### src/include/sacs_map.svh
// Constants for the six-channel conversion scheduler: timing counts, field positions, codes.
// Assumes a 250 MHz system clock; the conversion clock arrives as a sampled input.
`ifndef SACS_MAP_SVH
`define SACS_MAP_SVH

// Conversion timing in conversion-clock cycles and half periods
`define SACS_BUSY_CYCLES     13
`define SACS_SLOT_CYCLES     16
`define SACS_LATCH_HALVES    25
// Output word layout
`define SACS_VALID_BIT       15
`define SACS_CHAN_HI         14
`define SACS_CHAN_LO         12
`define SACS_DATA_HI         11
// Result-select codes
`define SACS_SEL_CYCLE       3'h6
`define SACS_SEL_FIFO        3'h7
// Output word store
`define SACS_FIFO_DEPTH      32
`define SACS_WORD_W          16

`endif

### src/include/sacs_pkg.sv
// Types for the six-channel conversion scheduler.
// Assumes sacs_map.svh is compiled alongside.
package sacs_pkg;
    typedef enum logic [3:0] {
        SACS_IDLE  = 4'h1,
        SACS_CONV  = 4'h2,
        SACS_STORE = 4'h4,
        SACS_ACQ   = 4'h8
    } sacs_state_t;
endpackage

### src/hdl/sacs_scheduler.sv
// Conversion scheduler for a six-channel simultaneous-sampling converter, three pairs.
// Assumes conv_clk, hold and read pins are synchronous to clock; results come from converters.
//
// How it works
// - Reset clears outputs, aborts conversion, resamples
// - Busy low from start, 12.5 cycles, until latched
// - Conversion slot spans at least 16 cycles
// - Hold edge freezes pair; convert when free
// - New holds queue behind earlier pending pairs
// - Same-cycle holds convert A, then B, then C
// - Holds counted at falling conversion-clock edge
// - Only falling hold edges start conversions
// - Further edges ignored until pair converts
// - Previous result readable during next conversion
// - Select 010 gives B0, 011 gives B1
// - Outputs driven only while select and strobe low
// - Result latched 12.5 cycles after busy falls
// - Word: valid bit15, channel 14:12, data 11:0
// - Select 110 cycles channels; 111 is FIFO
// - Latch waits while a read is active
// - Two converters convert both pair channels together
`timescale 1ns/1ps
`include "sacs_map.svh"
module sacs_scheduler
    import sacs_pkg::*;
(
    input  wire logic        clock,                   // System clock, 250 MHz
    input  wire logic        rst_n,                   // Sync reset, low
    input  wire logic        conv_clk,                // Conversion clock, sampled
    input  wire logic        pair_a_sample_request_n, // Pair A hold, low
    input  wire logic        pair_b_sample_request_n, // Pair B hold, low
    input  wire logic        pair_c_sample_request_n, // Pair C hold, low
    input  wire logic [11:0] conv0_result,            // Converter 0 result
    input  wire logic [11:0] conv1_result,            // Converter 1 result
    input  wire logic        chip_select_n,           // Chip select, low
    input  wire logic        read_strobe_n,           // Read strobe, low
    input  wire logic [2:0]  result_select_lines,     // Channel or mode select
    output logic             busy_n,                  // Conversion busy, low
    output logic [2:0]       hold_pairs,              // Pairs frozen (A,B,C bits 0..2)
    output logic [1:0]       conv_pair,               // Pair on converter input mux
    output logic [15:0]      data_out,                // Read port data
    output logic [15:0]      data_oe                  // Read port enable, high drives
);
    // ****************************************************************
    // Pin sampling and edge detection
    // ****************************************************************
    logic [2:0] hold_n;
    logic [2:0] hold_prev_q, hold_prev_d;
    logic       cclk_q, cclk_d, rd_q, rd_d;
    logic       cclk_fall, cclk_rise, reading, rd_end;

    always_comb begin
        hold_n      = {pair_c_sample_request_n, pair_b_sample_request_n,
                       pair_a_sample_request_n};
        hold_prev_d = hold_n;
        cclk_d      = conv_clk;
        reading     = !chip_select_n && !read_strobe_n;
        rd_d        = reading;
        cclk_fall   = cclk_q && !conv_clk;
        cclk_rise   = !cclk_q && conv_clk;
        rd_end      = rd_q && !reading;
    end

    always_ff @(posedge clock) begin
        if (!rst_n) begin
            hold_prev_q <= 3'h7;
            cclk_q      <= 1'b0;
            rd_q        <= 1'b0;
        end else begin
            hold_prev_q <= hold_prev_d;
            cclk_q      <= cclk_d;
            rd_q        <= rd_d;
        end
    end

    // ****************************************************************
    // Edge capture, pending flags and priority pick
    // ****************************************************************
    // Edges between conversion-clock falls collect here, then commit together,
    // so the pair order reflects the cycle, not the nanosecond.
    logic [2:0]  seen_q, seen_d, pend_q, pend_d, held_q, held_d;
    logic [2:0]  start_pick;
    logic [2:0]  fresh, freed, oldest, lvl;
    logic [5:0]  age_q, age_d;
    logic        start;
    sacs_state_t st_q, st_d;
    logic [4:0]  cnt_q, cnt_d;
    logic [1:0]  pair_q, pair_d;

    function automatic logic [2:0] first_pair(input logic [2:0] req);
        first_pair = req[0] ? 3'h1 : req[1] ? 3'h2 : req[2] ? 3'h4 : 3'h0;
    endfunction

    function automatic logic [1:0] pair_index(input logic [2:0] onehot);
        pair_index = onehot[2] ? 2'h2 : onehot[1] ? 2'h1 : 2'h0;
    endfunction

    always_comb begin
        // Freeze released when that pair's conversion completes; an edge in
        // that same cycle still counts, so a new hold wins over the release
        freed = (st_q == SACS_STORE && st_d == SACS_ACQ) ? (3'h1 << pair_q) : 3'h0;
        // Falling edges only; a held-low input never re-arms
        fresh  = hold_prev_q & ~hold_n;
        seen_d = seen_q | (fresh & ~(held_q & ~freed));
        held_d = (held_q & ~freed) | fresh;
        pend_d = pend_q;
        age_d  = age_q;
        if (cclk_fall) begin
            // Pairs still waiting grow older than those committing now
            if (seen_d != 3'h0) begin
                for (int i = 0; i < 3; i++) begin
                    age_d[2*i +: 2] = pend_q[i] ? age_q[2*i +: 2] + 2'h1 : 2'h0;
                end
            end
            pend_d = pend_q | seen_d;
            seen_d = 3'h0;
        end
        // Oldest commit goes first; inside one commit A, B, C
        oldest = 3'h0;
        lvl    = 3'h0;
        for (int a = 0; a < 3; a++) begin
            for (int i = 0; i < 3; i++) begin
                lvl[i] = pend_q[i] && (age_q[2*i +: 2] == 2'(a));
            end
            if (lvl != 3'h0) begin
                oldest = lvl;
            end
        end
        start_pick = first_pair(oldest);
        start      = (st_q == SACS_IDLE) && cclk_rise && (pend_q != 3'h0);
        if (start) begin
            pend_d = pend_d & ~start_pick;
        end
    end

    // ****************************************************************
    // Conversion sequencer
    // ****************************************************************
    // cnt counts conversion-clock half periods from busy falling.
    logic        latch_now;
    logic        fifo_in_ready;
    logic [4:0]  slot_q, slot_d;

    always_comb begin
        st_d      = st_q;
        cnt_d     = cnt_q;
        pair_d    = pair_q;
        slot_d    = slot_q;
        latch_now = 1'b0;
        if (st_q != SACS_IDLE && (cclk_fall || cclk_rise)) begin
            cnt_d  = cnt_q + 5'h1;
            slot_d = slot_q + 5'h1;
        end
        case (st_q)
            SACS_IDLE: begin
                if (start) begin
                    st_d   = SACS_CONV;
                    pair_d = pair_index(start_pick);
                    cnt_d  = 5'h0;
                    slot_d = 5'h0;
                end
            end
            SACS_CONV: begin
                if (cnt_d == 5'(`SACS_LATCH_HALVES)) begin
                    st_d = SACS_STORE;
                end
            end
            SACS_STORE: begin
                // A read in progress defers the latch until strobe rises
                if (!reading && fifo_in_ready) begin
                    latch_now = 1'b1;
                    st_d      = SACS_ACQ;
                end
            end
            SACS_ACQ: begin
                // Acquisition fills the slot to the full count
                if (slot_q >= 5'(2 * `SACS_SLOT_CYCLES - 2)) begin
                    st_d = SACS_IDLE;
                end
            end
            default: begin
                st_d = SACS_IDLE;
            end
        endcase
    end

    always_ff @(posedge clock) begin
        if (!rst_n) begin
            st_q   <= SACS_IDLE;
            cnt_q  <= 5'h0;
            slot_q <= 5'h0;
            pair_q <= 2'h0;
            seen_q <= 3'h0;
            pend_q <= 3'h0;
            held_q <= 3'h0;
            age_q  <= 6'h00;
        end else begin
            st_q   <= st_d;
            cnt_q  <= cnt_d;
            slot_q <= slot_d;
            pair_q <= pair_d;
            seen_q <= seen_d;
            pend_q <= pend_d;
            held_q <= held_d;
            age_q  <= age_d;
        end
    end

    // ****************************************************************
    // Result registers and FIFO store
    // ****************************************************************
    // Both channels of a pair are stored in one latch event
    logic [11:0] res_q [6];
    logic [11:0] res_d [6];
    logic [5:0]  vld_q, vld_d;
    logic [15:0] fifo_in, fifo_out;
    logic        fifo_in_valid, fifo_out_valid, fifo_pop;
    logic        push_second_q, push_second_d;
    logic [11:0] second_q, second_d;

    always_comb begin
        vld_d         = vld_q;
        second_d      = second_q;
        push_second_d = 1'b0;
        for (int i = 0; i < 6; i++) begin
            res_d[i] = res_q[i];
        end
        if (latch_now) begin
            res_d[2*pair_q]     = conv0_result;
            res_d[2*pair_q + 1] = conv1_result;
            vld_d[2*pair_q]     = 1'b1;
            vld_d[2*pair_q + 1] = 1'b1;
            second_d            = conv1_result;
            push_second_d       = 1'b1;
        end
        fifo_in_valid = latch_now || push_second_q;
        fifo_in = latch_now ?
            {1'b1, 3'(2 * pair_q), conv0_result} :
            {1'b1, 3'(2 * pair_q + 1), second_q};
    end

    always_ff @(posedge clock) begin
        if (!rst_n) begin
            vld_q         <= 6'h0;
            push_second_q <= 1'b0;
            second_q      <= 12'h000;
            for (int i = 0; i < 6; i++) begin
                res_q[i] <= 12'h000;
            end
        end else begin
            vld_q         <= vld_d;
            push_second_q <= push_second_d;
            second_q      <= second_d;
            for (int i = 0; i < 6; i++) begin
                res_q[i] <= res_d[i];
            end
        end
    end

    // Store holds far more than six words; a second push that meets a full FIFO,
    // as when the first push took the last place, is dropped.
    sacs_fifo #(.WIDTH(`SACS_WORD_W), .DEPTH(`SACS_FIFO_DEPTH)) sacs_fifo_inst (
        .clock     (clock),
        .rst_n     (rst_n),
        .in_data   (fifo_in),
        .in_valid  (fifo_in_valid),
        .in_ready  (fifo_in_ready),
        .out_data  (fifo_out),
        .out_valid (fifo_out_valid),
        .out_ready (fifo_pop)
    );

    // ****************************************************************
    // Read port
    // ****************************************************************
    logic [2:0]  cyc_q, cyc_d;
    logic [2:0]  sel;
    logic [15:0] word;
    logic [15:0] dout_d, doe_d;
    logic        busy_d;
    logic [2:0]  hold_d;
    logic [1:0]  mux_d;

    always_comb begin
        sel      = result_select_lines;
        fifo_pop = rd_end && (sel == `SACS_SEL_FIFO) && fifo_out_valid;
        cyc_d    = cyc_q;
        if (rd_end && sel == `SACS_SEL_CYCLE) begin
            cyc_d = (cyc_q == 3'h5) ? 3'h0 : cyc_q + 3'h1;
        end
        // Direct codes map channel n to word n, 010 is B0, 011 is B1
        case (sel)
            `SACS_SEL_CYCLE: word = {vld_q[cyc_q], cyc_q, res_q[cyc_q]};
            `SACS_SEL_FIFO:  word = fifo_out_valid ? fifo_out : 16'h0000;
            3'h0, 3'h1, 3'h2, 3'h3, 3'h4, 3'h5: begin
                word = {vld_q[sel], sel, res_q[sel]};
            end
            default: word = 16'h0000;
        endcase
        dout_d = reading ? word : 16'h0000;
        doe_d  = reading ? 16'hFFFF : 16'h0000;
        busy_d = !(st_d == SACS_CONV || st_d == SACS_STORE);
        hold_d = held_d;
        mux_d  = pair_d;
    end

    always_ff @(posedge clock) begin
        if (!rst_n) begin
            cyc_q      <= 3'h0;
            data_out   <= 16'h0000;
            data_oe    <= 16'h0000;
            busy_n     <= 1'b1;
            hold_pairs <= 3'h0;
            conv_pair  <= 2'h0;
        end else begin
            cyc_q      <= cyc_d;
            data_out   <= dout_d;
            data_oe    <= doe_d;
            busy_n     <= busy_d;
            hold_pairs <= hold_d;
            conv_pair  <= mux_d;
        end
    end
endmodule

### src/hdl/sacs_fifo.sv
// Word store between conversion results and the read port.
// Assumes a single clock; pop and push may happen in one cycle.
`timescale 1ns/1ps
module sacs_fifo #(
    parameter int WIDTH = 16,
    parameter int DEPTH = 32
) (
    input  wire logic             clock,     // System clock
    input  wire logic             rst_n,     // Sync reset, low
    input  wire logic [WIDTH-1:0] in_data,   // Word to store
    input  wire logic             in_valid,  // Word present
    output logic                  in_ready,  // Room left
    output logic      [WIDTH-1:0] out_data,  // Oldest word
    output logic                  out_valid, // Not empty
    input  wire logic             out_ready  // Consumer takes word
);
    localparam int AW = $clog2(DEPTH);
    logic [WIDTH-1:0] mem [DEPTH];
    logic [AW-1:0]    wr_q, wr_d, rd_q, rd_d;
    logic [AW:0]      cnt_q, cnt_d;
    logic             push, pop;

    // Pointer arithmetic
    always_comb begin
        push  = in_valid && in_ready;
        pop   = out_valid && out_ready;
        wr_d  = push ? AW'(wr_q + 1'b1) : wr_q;
        rd_d  = pop ? AW'(rd_q + 1'b1) : rd_q;
        cnt_d = cnt_q + (AW+1)'(push) - (AW+1)'(pop);
    end

    // Register pointers and storage
    always_ff @(posedge clock) begin
        if (!rst_n) begin
            wr_q  <= '0;
            rd_q  <= '0;
            cnt_q <= '0;
        end else begin
            wr_q  <= wr_d;
            rd_q  <= rd_d;
            cnt_q <= cnt_d;
        end
        if (push) begin
            mem[wr_q] <= in_data;
        end
    end

    assign in_ready  = (cnt_q != (AW+1)'(DEPTH));
    assign out_valid = (cnt_q != '0);
    assign out_data  = mem[rd_q];
endmodule

### config.mk
export PLATFORM = sky130hd
export DESIGN_NAME = sacs_scheduler
export DESIGN_NICKNAME = d
export VERILOG_FILES = /design/src/include/sacs_pkg.sv /design/src/hdl/sacs_scheduler.sv /design/src/hdl/sacs_fifo.sv
export VERILOG_INCLUDE_DIRS = /design/src /design/src/include
export SDC_FILE = /design/constraint.sdc
export NUM_CORES = 1
export LEC_CHECK = 0
export BUFFER_PORTS_ARGS = -buffer_cell sky130_fd_sc_hd__buf_2
export CAP_MARGIN = 20
export CORE_UTILIZATION = 39
export DETAILED_ROUTE_END_ITERATION = 8
export SLEW_MARGIN = 0
export SYNTH_ARGS = -nofsm -noshare
export SYNTH_HDL_FRONTEND = slang
export SYNTH_SLANG_ARGS = --single-unit
### constraint.sdc
create_clock -name clock -period 3.8 [get_ports clock]
set_input_delay 0.95 -clock clock [delete_from_list [all_inputs] [get_ports clock]]
set_output_delay 0.95 -clock clock [all_outputs]
set_load 0.05 [all_outputs]
Yosys cells after proc, flatten, opt, wreduce, memory -nomap -nowiden
Memory sizes are Yosys's and may differ from the RTL's. A register that Yosys moved wholly into a read port is not among the register bits.
Index checks and enable logic that the tools add are counted.

word-level totals
  memory bits (writable) = 552
  memory bits (read-only) = 0
  memories kept = 2
  latch bits = 0
  bits in registers = 107
  input bits = 35

cells by class
  $add $sub $neg = 11
  div/mod/pow operators = 0
  equal/unequal tests = 24
  bitwise logic cells = 22
  multiplexer cells = 62
  reductions and logical operators = 51
  multiply operators = 0
  shift operators = 1
  order comparisons = 11

memory list
  memory              depth  bits a word  rd ports  clocked after memory_dff  wr ports  RTL line               text
  sacs_fifo_inst.mem  32     15           1         1                         1         sacs_fifo.sv:18        logic [WIDTH-1:0] mem [DEPTH];
  res_q               6      12           8         1                         6         sacs_scheduler.sv:213  logic [11:0] res_q [6];

operator list
  operator               number
  $bwmux W72             2
  $mux W12               8
  $demux W12 S3          2
  $mux W72               1
  $ge A33 B4 Y1 const B  2
  $lt A33 B1 Y1 const B  2
  $pmux W16 S3           1
  $mux W5                8
  $mux W3                12
  $not A3 Y33            1
  $not A32 Y33           1
  $ge A32 B1 Y1 const B  1
  $lt A32 B4 Y1 const B  1
  $mux W16               2
  $logic_and A1 B1 Y1    27
  $add A5 B1 Y5 const B  4
  $mux W4                4
  $pmux W4 S4            1
  $eq A3 B3 Y1 const B   5
  $mux W15               1
  $reduce_bool A3 Y1     5
  $and A3 B3 Y3          4
  $lt A3 B4 Y1 const B   3
  $mux W1                12
  other kinds (37)       72

Depth between registers and ports, before layout
Gate-level depths: netlist (run 1).

  depth in word-level cells = 20
  depth in mapped cells = 16
  gate-level depth less buffers = 15

Modules after synthesis
Synthesis (run 1) repeated with hierarchy kept, for this count alone.

unflattened totals
  cells, all modules = 1,935
  area total of the unflattened synthesis = 27,916.8 um2

by module, submodules not included
  module          cells an instance  instances  area each (um2)
  sacs_fifo       1,070              1          20,716.1
  sacs_scheduler  865                1          7,200.7

Worst setup path before layout (run 1)
Ideal clock, no wire load.

  path type = in2reg
  start point = input port result_select_lines[1]
  end point = register sacs_fifo_inst.cnt_q[4]
  path slack = 0.530 ns
  arrival = 3.142 ns
  stages = 15
  path through = nand2_1 a311o_1 clkbuf_1 nor2_1 ha_1 inv_1 ha_1 inv_1 fa_1 inv_1 a21oi_1 nor2_1 nor2_1 xor2_1 nor2_1

on the way
  longest elaborated chain between the ends = 5

ends and longest elaborated chain
  item                              RTL line               text
  start, declared                   sacs_scheduler.sv:37   input wire logic [2:0] result_select_lines,
  $eq A3 B3 Y1                      n/a
  $logic_and A1 B1 Y1 (2 in a row)  sacs_scheduler.sv:286  fifo_pop = rd_end && (sel == `SACS_SEL_FIFO) && fifo_out_valid;
  $logic_and A1 B1 Y1               sacs_fifo.sv:26        pop = out_valid && out_ready;
  via sacs_fifo_inst.pop            sacs_fifo.sv:21        logic push, pop;
  $sub A6 B1 Y6                     sacs_fifo.sv:29        cnt_d = cnt_q + (AW+1)'(push) - (AW+1)'(pop);
  end signal, assigned              sacs_fifo.sv:41        cnt_q <= cnt_d;
  end, declared                     sacs_fifo.sv:20        logic [AW:0] cnt_q, cnt_d;

The timed path passes the listed nets, and every way through them passes these cells.
A chain may end at the register's enable or synchronous reset.

Final worst setup path (run 1)
  start point = register st_q[2]
  end point = memory sacs_fifo_inst.mem[5][2] (netlist bit) (enable)

on the way
  longest elaborated chain between the ends = 6

ends and longest elaborated chain
  item                           RTL line               text
  start, declared                sacs_scheduler.sv:86   sacs_state_t st_q, st_d;
  start signal, assigned         sacs_scheduler.sv:198  st_q <= st_d;
  $eq A4 B3 Y1                   sacs_scheduler.sv:154  case (st_q)
  $mux W1                        sacs_scheduler.sv:154
  $logic_or A1 B1 Y1             sacs_scheduler.sv:236  fifo_in_valid = latch_now || push_second_q;
  $logic_and A1 B1 Y1            sacs_fifo.sv:25        push = in_valid && in_ready;
  via sacs_fifo_inst.push        sacs_fifo.sv:21
  $mux W1                        sacs_fifo.sv:43        if (push) begin
  $mux W1 (not written as such)  sacs_fifo.sv:44        mem[wr_q] <= in_data;
  end, declared                  sacs_fifo.sv:18

The timed path passes the listed nets, and every way through them passes these cells.

==> out/metrics.csv, run 1 <==
stage,metric,value,unit
run_status,status,"complete, no violations",
synth,synth_flop_cell,edfxtp_1,
final_layout,nNetsFinal,1868,
global_route,grt_pass1_wl,94120,um
floorplan,rows,95,
sta,tightestPinTransition,0.9674,ns
pwr,vdd_drop_max,0.3348,mV
drt,dr.pass1.iters,7,
synth,synthesis.nets,1759,
drt,highest_layer,met4,
critical_path,crit_type,reg -> reg,
pwr,p_leak,0.009832,uW
synth,synth_area_per_cell,15.67,sq um
sta,final_hold_viol_count,0,
final_layout,syn2layout_area_growth,13.94,%
critical_path,path_delay_family,simple AND/OR/NAND/NOR gates,
worst_hold_path,holdCritPathClass,reg -> reg,
critical_path,cp.arrival,3.16,ns
synth,ys_seq_area_share,67.16,%
clocking,cts_inserted_buffers,67,
critical_path,end_kind,register,
placed_design,dp_hpwl,37930,um
global_route,antenna_found_initial,1,
synth,ys_async_sr_fraction,0,%
drt,vias,14696,
final_layout,layout-drive-gt1-share,22.32,%
drt,drt_drc_violations_left,0,
drt,wire_per_inst,22.72,um
synth,postSynthRegisterBits,651,
floorplan,die_w,263.0,um
pwr,powerDensity,465.4,nW/um^2
critical_path,cp_num_buf_inv,2,
final_layout,n_fill_cell,5835,
sta,setup_viol,0,
floorplan,dieArea,69150,sq um
synth,synthCells,1695,
clocking,htree_levels,3,
placed_design,dp_cells,2608,
sta,slew_headroom,35.42,%
critical_path,cpPeakStageDelay,0.56,ns
drt,first_iter_violations,1219,
floorplan,initial_core_util,39.48,%
clocking,cts-resized-gates,0,
floorplan,boundaryPins,73,
clocking,cts_sinks,651,
clocking,clkLatencyLatePin,0.60,ns
clocking,cts_buffer_depth,3,
global_route,grt_pass1_vias,15151,
sta,period_needed,2.867,ns
clocking,hold_buffers,0,
clocking,cts_tree,yes,
drt,ant_nets,0,
clocking,clkSlewWorstSetupHoldPaths,0.06,ns
final_layout,finalNonFillerCells,2729,
synth,yosys_warnings,0,
drt,met3_length,2394,um
global_route,grt.overflow.total,0,
drt,wl_met1,27970,um
placed_design,place_congestion,0.7614,
sta,hold_ws,0.4639,ns
drt,post_drt_via_cell_ratio,5.385,
drt,routed_wl,62000,um
global_route,grt_max_degree,71,
sta,period_share,75.46,%
placed_design,portBuffers,72,
synth,synth_cell_types,68,
floorplan,die_h,263.0,um
run,drv_cap,0,
critical_path,start_kind,register,
sta,report.final.slew_viol_count,0,
drt,wl_met2,30360,um
sta,skew,0.02709,ns
synth,syn-cell-area,26560,sq um
synth,synth_edf_count,480,
floorplan,coreArea,67280,sq um
clocking,cts_setup_buffers,0,
global_route,grt_util_all_layers,18.08,%
critical_path,critPathRequiredTime,4.09,ns
sta,setup_tns,0,ns
clocking,cts-root-buf,clkbuf_16,
sta,grt_setup_unrepaired,no,
critical_path,worstPathMaxFanout,11,
critical_path,cp_slowest_cell,nor2_1,
sta,clock.fmax,0.3487,GHz
critical_path,crit_path_cell_trace,"or4b_4, nor3_4, inv_2, o21ai_2, nand2_1, nor2_1, buf_12",
## layout make-up
class	count	area, sq um	area share, %
inverters	33	126.4	0.4176
repair buffers	153	1119	3.697
flip-flops and latches	651	17850	58.99
multi-input cells	898	8039	26.57
well taps	873	1092	3.610
clock buffers	94	1903	6.289
clock inverters	26	128.9	0.4259
diodes	1	2.502	0.008270
## path summary, 6_finish.rpt
| check | cells past startpoint | endpoint | from | slack [ns] |
|---|---|---|---|---|
| max | 7 | sacs_fifo_inst.mem[5][2] | st_q[2] | 0.93 |
| min | 2 | second_q[8] | second_q[8] | 0.46 |
| max reg2reg | 7 | sacs_fifo_inst.mem[5][2] | st_q[2] | 0.93 |
| min reg2reg | 2 | second_q[8] | second_q[8] | 0.46 |
## flip-flops by register name, summed over array words and instances, names as in the netlist, named ones only
signal and cells:
seen_q 3, res_q 72, data_out 16, data_oe 1
sacs_fifo_inst.rd_q 5, slot_q 5, cclk_q 1, busy_n 1
sacs_fifo_inst.mem 480, cnt_q 5, vld_q 6, sacs_fifo_inst.cnt_q 6
hold_pairs 3, second_q 12, sacs_fifo_inst.wr_q 5, pend_q 3
hold_prev_q 3, st_q 4, cyc_q 3, age_q 6
conv_pair 2, push_second_q 1
## through the flow
stage / utilization, % / worst slack, ns / cell area (sq um) / power [uW]
global placement: 41.95 / 0.5868 / 28220 / 8081
detailed placement: 41.95 / 0.5647 / 28220 / 8085
floorplan: - / 0.5302 / 26560 / 7968
finish: 44.98 / 0.9325 / 30260 / 14080
CTS: 44.97 / 0.8994 / 30260 / 14220
global route: 44.98 / 0.7165 / 30260 / 14510
## power by group
| group | internal [uW] | total (uW) | switching, uW |
|---|---|---|---|
| Clock | 3500 | 6150 | 2660 |
| Sequential | 7550 | 7570 | 17.1 |
| Combinational | 118 | 362 | 243 |
| Total | 11200 | 14100 | 2920 |
## Yosys cell counts (5+ instances only)
| library cell | instances | area share (%) |
|---|---|---|
| a221oi_1 | 24 | 0.79 |
| buf_1 | 12 | 0.17 |
| edfxtp_1 | 480 | 54 |
| o21ai_0 | 33 | 0.62 |
| nand3b_1 | 8 | 0.23 |
| a22oi_1 | 13 | 0.37 |
| mux4_2 | 147 | 12 |
| nor2b_1 | 21 | 0.49 |
| buf_4 | 24 | 0.68 |
| inv_1 | 31 | 0.44 |
| nand2b_1 | 10 | 0.24 |
| buf_2 | 20 | 0.38 |
| nand4_1 | 6 | 0.14 |
| mux2i_1 | 118 | 4.4 |
| nor2_1 | 147 | 2.1 |
| dfxtp_1 | 171 | 13 |
| o22ai_1 | 16 | 0.38 |
| clkbuf_1 | 53 | 0.75 |
| xnor2_1 | 9 | 0.30 |
| nor3_1 | 5 | 0.094 |
| a21oi_1 | 61 | 1.1 |
| xor2_1 | 14 | 0.46 |
| ha_1 | 28 | 1.3 |
| a31oi_1 | 6 | 0.14 |
| nand2_1 | 171 | 2.4 |
## metal layers
metal	GRT usage [%]	vias to the layer above
met5	0	-
met4	5.469	0
met3	2.389	67
met2	29.93	312
met1	24.88	7638
li1	-	6679
## logic make-up after synthesis
family                   after synthesis  share of synthesized area (%)
AO/OA/AOI/OAI                        182                          4.480
XOR/XNOR                              23                         0.7585
adder cells (fa/ha/maj)               29                          1.395
buffers and inverters                146                          2.610
flip-flops                           651                          67.16
multiplexers                         268                          17.04
AND/OR/NAND/NOR                      396                          6.553
## tightest hold or removal path: stages (launching register included)
cell and delay [ns]:
dfxtp_1 0.30, nand2_1 0.07, a21oi_1 0.06
## cells in the final DEF, fill, tap and decap left out, drive strengths merged, types with 33 or more instances in the layout
master and instances:
mux2i 118, inv 33, nor2 147, o21ai 34, buf 153, mux4 147
clkbuf 94, nand2 171, dfxtp 171, edfxtp 480, a21oi 61
Note: power is estimated with default switching activity, not from simulation.
==> run 2, diff against run 1 <==
==> constraint.sdc (replaced) <==
create_clock -name clock -period 2.73 [get_ports clock]
set_input_delay 0.6825 -clock clock [delete_from_list [all_inputs] [get_ports clock]]
set_output_delay 0.6825 -clock clock [all_outputs]
set_load 0.05 [all_outputs]
==> run 2 against run 1 <==
  * Die area stayed put
  * Maximum frequency rose by 11%
  * Design area grew 3.3%
  * Worst hold slack got worse by 0.17 ns
  * Clock power up 49%
==> out/metrics.csv, run 2 (synthesis gave the netlist of run 1 again) <==
stage,metric,value,unit,change
clocking,cts-resized-gates,0,,unchanged
pwr,vdd_drop_max,0.4214,mV,+26%
clocking,cts_tree,yes,,
global_route,grt_use_met1,25.07,%,+0.19 points
critical_path,r2r_cells,6,,-1
placed_design,place_congestion,0.8088,,+6.2%
placed_design,place_area,29020,sq um,+2.8%
critical_path,r2r_end,data_out[0],,
floorplan,rows,95,,unchanged
final_layout,layout_commonest_cell,edfxtp_1,,
clocking,cts_sinks,651,,unchanged
global_route,grt.overflow.total,0,,unchanged
sta,grt_setup_unrepaired,no,,
final_layout,layout-drive-gt1-share,24.92,%,+2.6 points
floorplan,die_w,263.0,um,unchanged
placed_design,dp_hpwl,39090,um,+3.1%
global_route,grt_pass1_wl,93980,um,-0.15%
critical_path,crit_path_cell_trace,"buf_4, mux4_2, mux2i_1, a22oi_1, nand2_1, a221oi_1",,
critical_path,worstPathMaxFanout,16,,+5
critical_path,crit_type,reg -> reg,,
global_route,grt_pass1_vias,15072,,-0.52%
pwr,p_total,20220,uW,+44%
critical_path,cp_slowest_cell,dfxtp_4,,
worst_hold_path,whs_path_depth,2,,unchanged
drt,first_iter_violations,1255,,+3.0%
critical_path,cp.arrival,3.03,ns,-0.13 ns
pwr,powerDensity,647.0,nW/um^2,+39%
final_layout,multi_input_area,8097,sq um,+0.72%
clocking,hold_buffers,0,,unchanged
pwr,p_leak,0.01019,uW,+3.7%
floorplan,dieArea,69150,sq um,unchanged
final_layout,top_register,sacs_fifo_inst.mem,,
drt,wire_per_inst,22.56,um,-0.72%
sta,setup_tns,0,ns,unchanged
global_route,grt_max_degree,66,,-7.0%
clocking,htree_levels,3,,unchanged
sta,report.final.slew_viol_count,0,,unchanged
drt,dr.pass1.iters,5,,-2
floorplan,initial_core_util,39.48,%,unchanged
floorplan,coreArea,67280,sq um,unchanged
critical_path,cp_num_buf_inv,1,,-1
clocking,cts_inserted_buffers,69,,+3.0%
drt,ant_nets,0,,unchanged
floorplan,boundaryPins,73,,unchanged
clocking,cts_buffer_depth,3,,unchanged
clocking,cts_setup_buffers,0,,unchanged
sta,period_needed,2.585,ns,-0.2821 ns
sta,slew_headroom,52.53,%,+17 points
critical_path,start_kind,register,,
sta,final_hold_viol_count,0,,unchanged
worst_hold_path,min-delay-start,pair_a_sample_request_n,,
final_layout,reg_top3,"sacs_fifo_inst.mem (480), res_q (72), data_out (16)",,
global_route,antenna_found_initial,0,,-1
final_layout,n_fill_cell,5749,,-1.5%
final_layout,largest_register_ffs,480,,unchanged
worst_hold_path,holdCritPathClass,in -> reg,,
critical_path,critPathRequiredTime,3.17,ns,-0.92 ns
worst_hold_path,hold_end,hold_prev_q[0],,
drt,drt_drc_violations_left,0,,unchanged
final_layout,regArea,17850,sq um,unchanged
global_route,grtUsageMet2,29.07,%,-0.86 points
drt,routed_wl,62530,um,+0.84%
global_route,busiest_layer,met2,,
clocking,cts-root-buf,clkbuf_16,,
sta,setup_viol,0,,unchanged
final_layout,final_cell_mix,"480 x edfxtp_1, 170 x nand2_1, 168 x dfxtp_1",,
sta,skew,0.02233,ns,-0.004754 ns
clocking,clkLatencyLatePin,0.61,ns,about the same
final_layout,nNetsFinal,1909,,+2.2%
drt,post_drt_via_cell_ratio,5.401,,+0.29%
floorplan,die_h,263.0,um,unchanged
placed_design,portBuffers,72,,unchanged
critical_path,rrSetupSlack,0.14,ns,-0.79 ns
critical_path,end_kind,register,,
final_layout,design_area,31260,sq um,+3.3%
final_layout,syn2layout_area_growth,17.69,%,
sta,clock.fmax,0.3868,GHz,+11%
critical_path,cpPeakStageDelay,0.64,ns,+0.08 ns
global_route,grt_util_all_layers,18.11,%,+0.027 points
global_route,grtUsageMet3,2.867,%,+0.48 points
clocking,clkSlewWorstSetupHoldPaths,0.06,ns,about the same
sta,period_share,94.70,%,+19 points
run_status,status,"complete, no violations",,
sta,tightestPinTransition,0.7022,ns,-0.2652 ns
critical_path,path_delay_family,multiplexers,,
drt,vias,14971,,+1.9%
run,drv_cap,0,,unchanged
run 2: where the power goes:
group          total (uW)  switching, uW  internal, uW
registers           10500           23.7         10500
clock network        9160           3770          5390
logic                 527            344           183
run 2: routing by layer:
metal / routed length (um) / share of wire [%]
met1: 28230 / 45
met2: 29640 / 47
met3: 3093 / 4.9
met4: 1563 / 2.5
met5: 0 / 0
run 2: final cells by class:
| type | count | share of cell area (%) |
|---|---|---|
| timing repair buffer | 192 | 5.997 |
| multi-input combinational | 898 | 25.90 |
| tap | 873 | 3.495 |
| inverter | 33 | 0.4043 |
| clock inverter | 29 | 0.8486 |
| clock buffer | 95 | 6.241 |
| sequential | 651 | 57.10 |
| antenna | 1 | 0.008006 |
run 2: worst max path at each step:
stage | startpoint | end | slack (ns) | cells past startpoint
floorplan | st_q[2] | sacs_fifo_inst.mem[31][0] | -0.14 | 7
global placement | result_select_lines[1] | sacs_fifo_inst.cnt_q[4] | -0.10 | 15
detailed placement | result_select_lines[1] | sacs_fifo_inst.cnt_q[4] | -0.10 | 15
CTS | sacs_fifo_inst.cnt_q[3] | sacs_fifo_inst.mem[26][8] | 0.09 | 10
global route | data_oe[14] | sacs_fifo_inst.cnt_q[4] | 0.02 | 13
finish | register | data_out[0] | 0.14 | 6
run 2: through the flow:
stage | worst slack (ns) | hold slack (ns) | util (%) | cells
2_1_floorplan | -0.1424 | 0.4327 | - | 1695
3_3_place_gp | -0.1044 | 0.4473 | 43.13 | 2647
3_5_place_dp | -0.1024 | 0.4494 | 43.13 | 2647
4_1_cts | 0.08734 | 0.2572 | 46.43 | 2771
5_1_grt | 0.02066 | 0.2843 | 46.46 | 2771
6_report | 0.1446 | 0.2940 | 46.46 | 2772
run 2: worst register-to-register path: stages, from the launching register on:
cell and delay, ns:
dfxtp_4 0.64, buf_4 0.26, mux4_2 0.51, mux2i_1 0.41
a22oi_1 0.32, nand2_1 0.20, a221oi_1 0.11
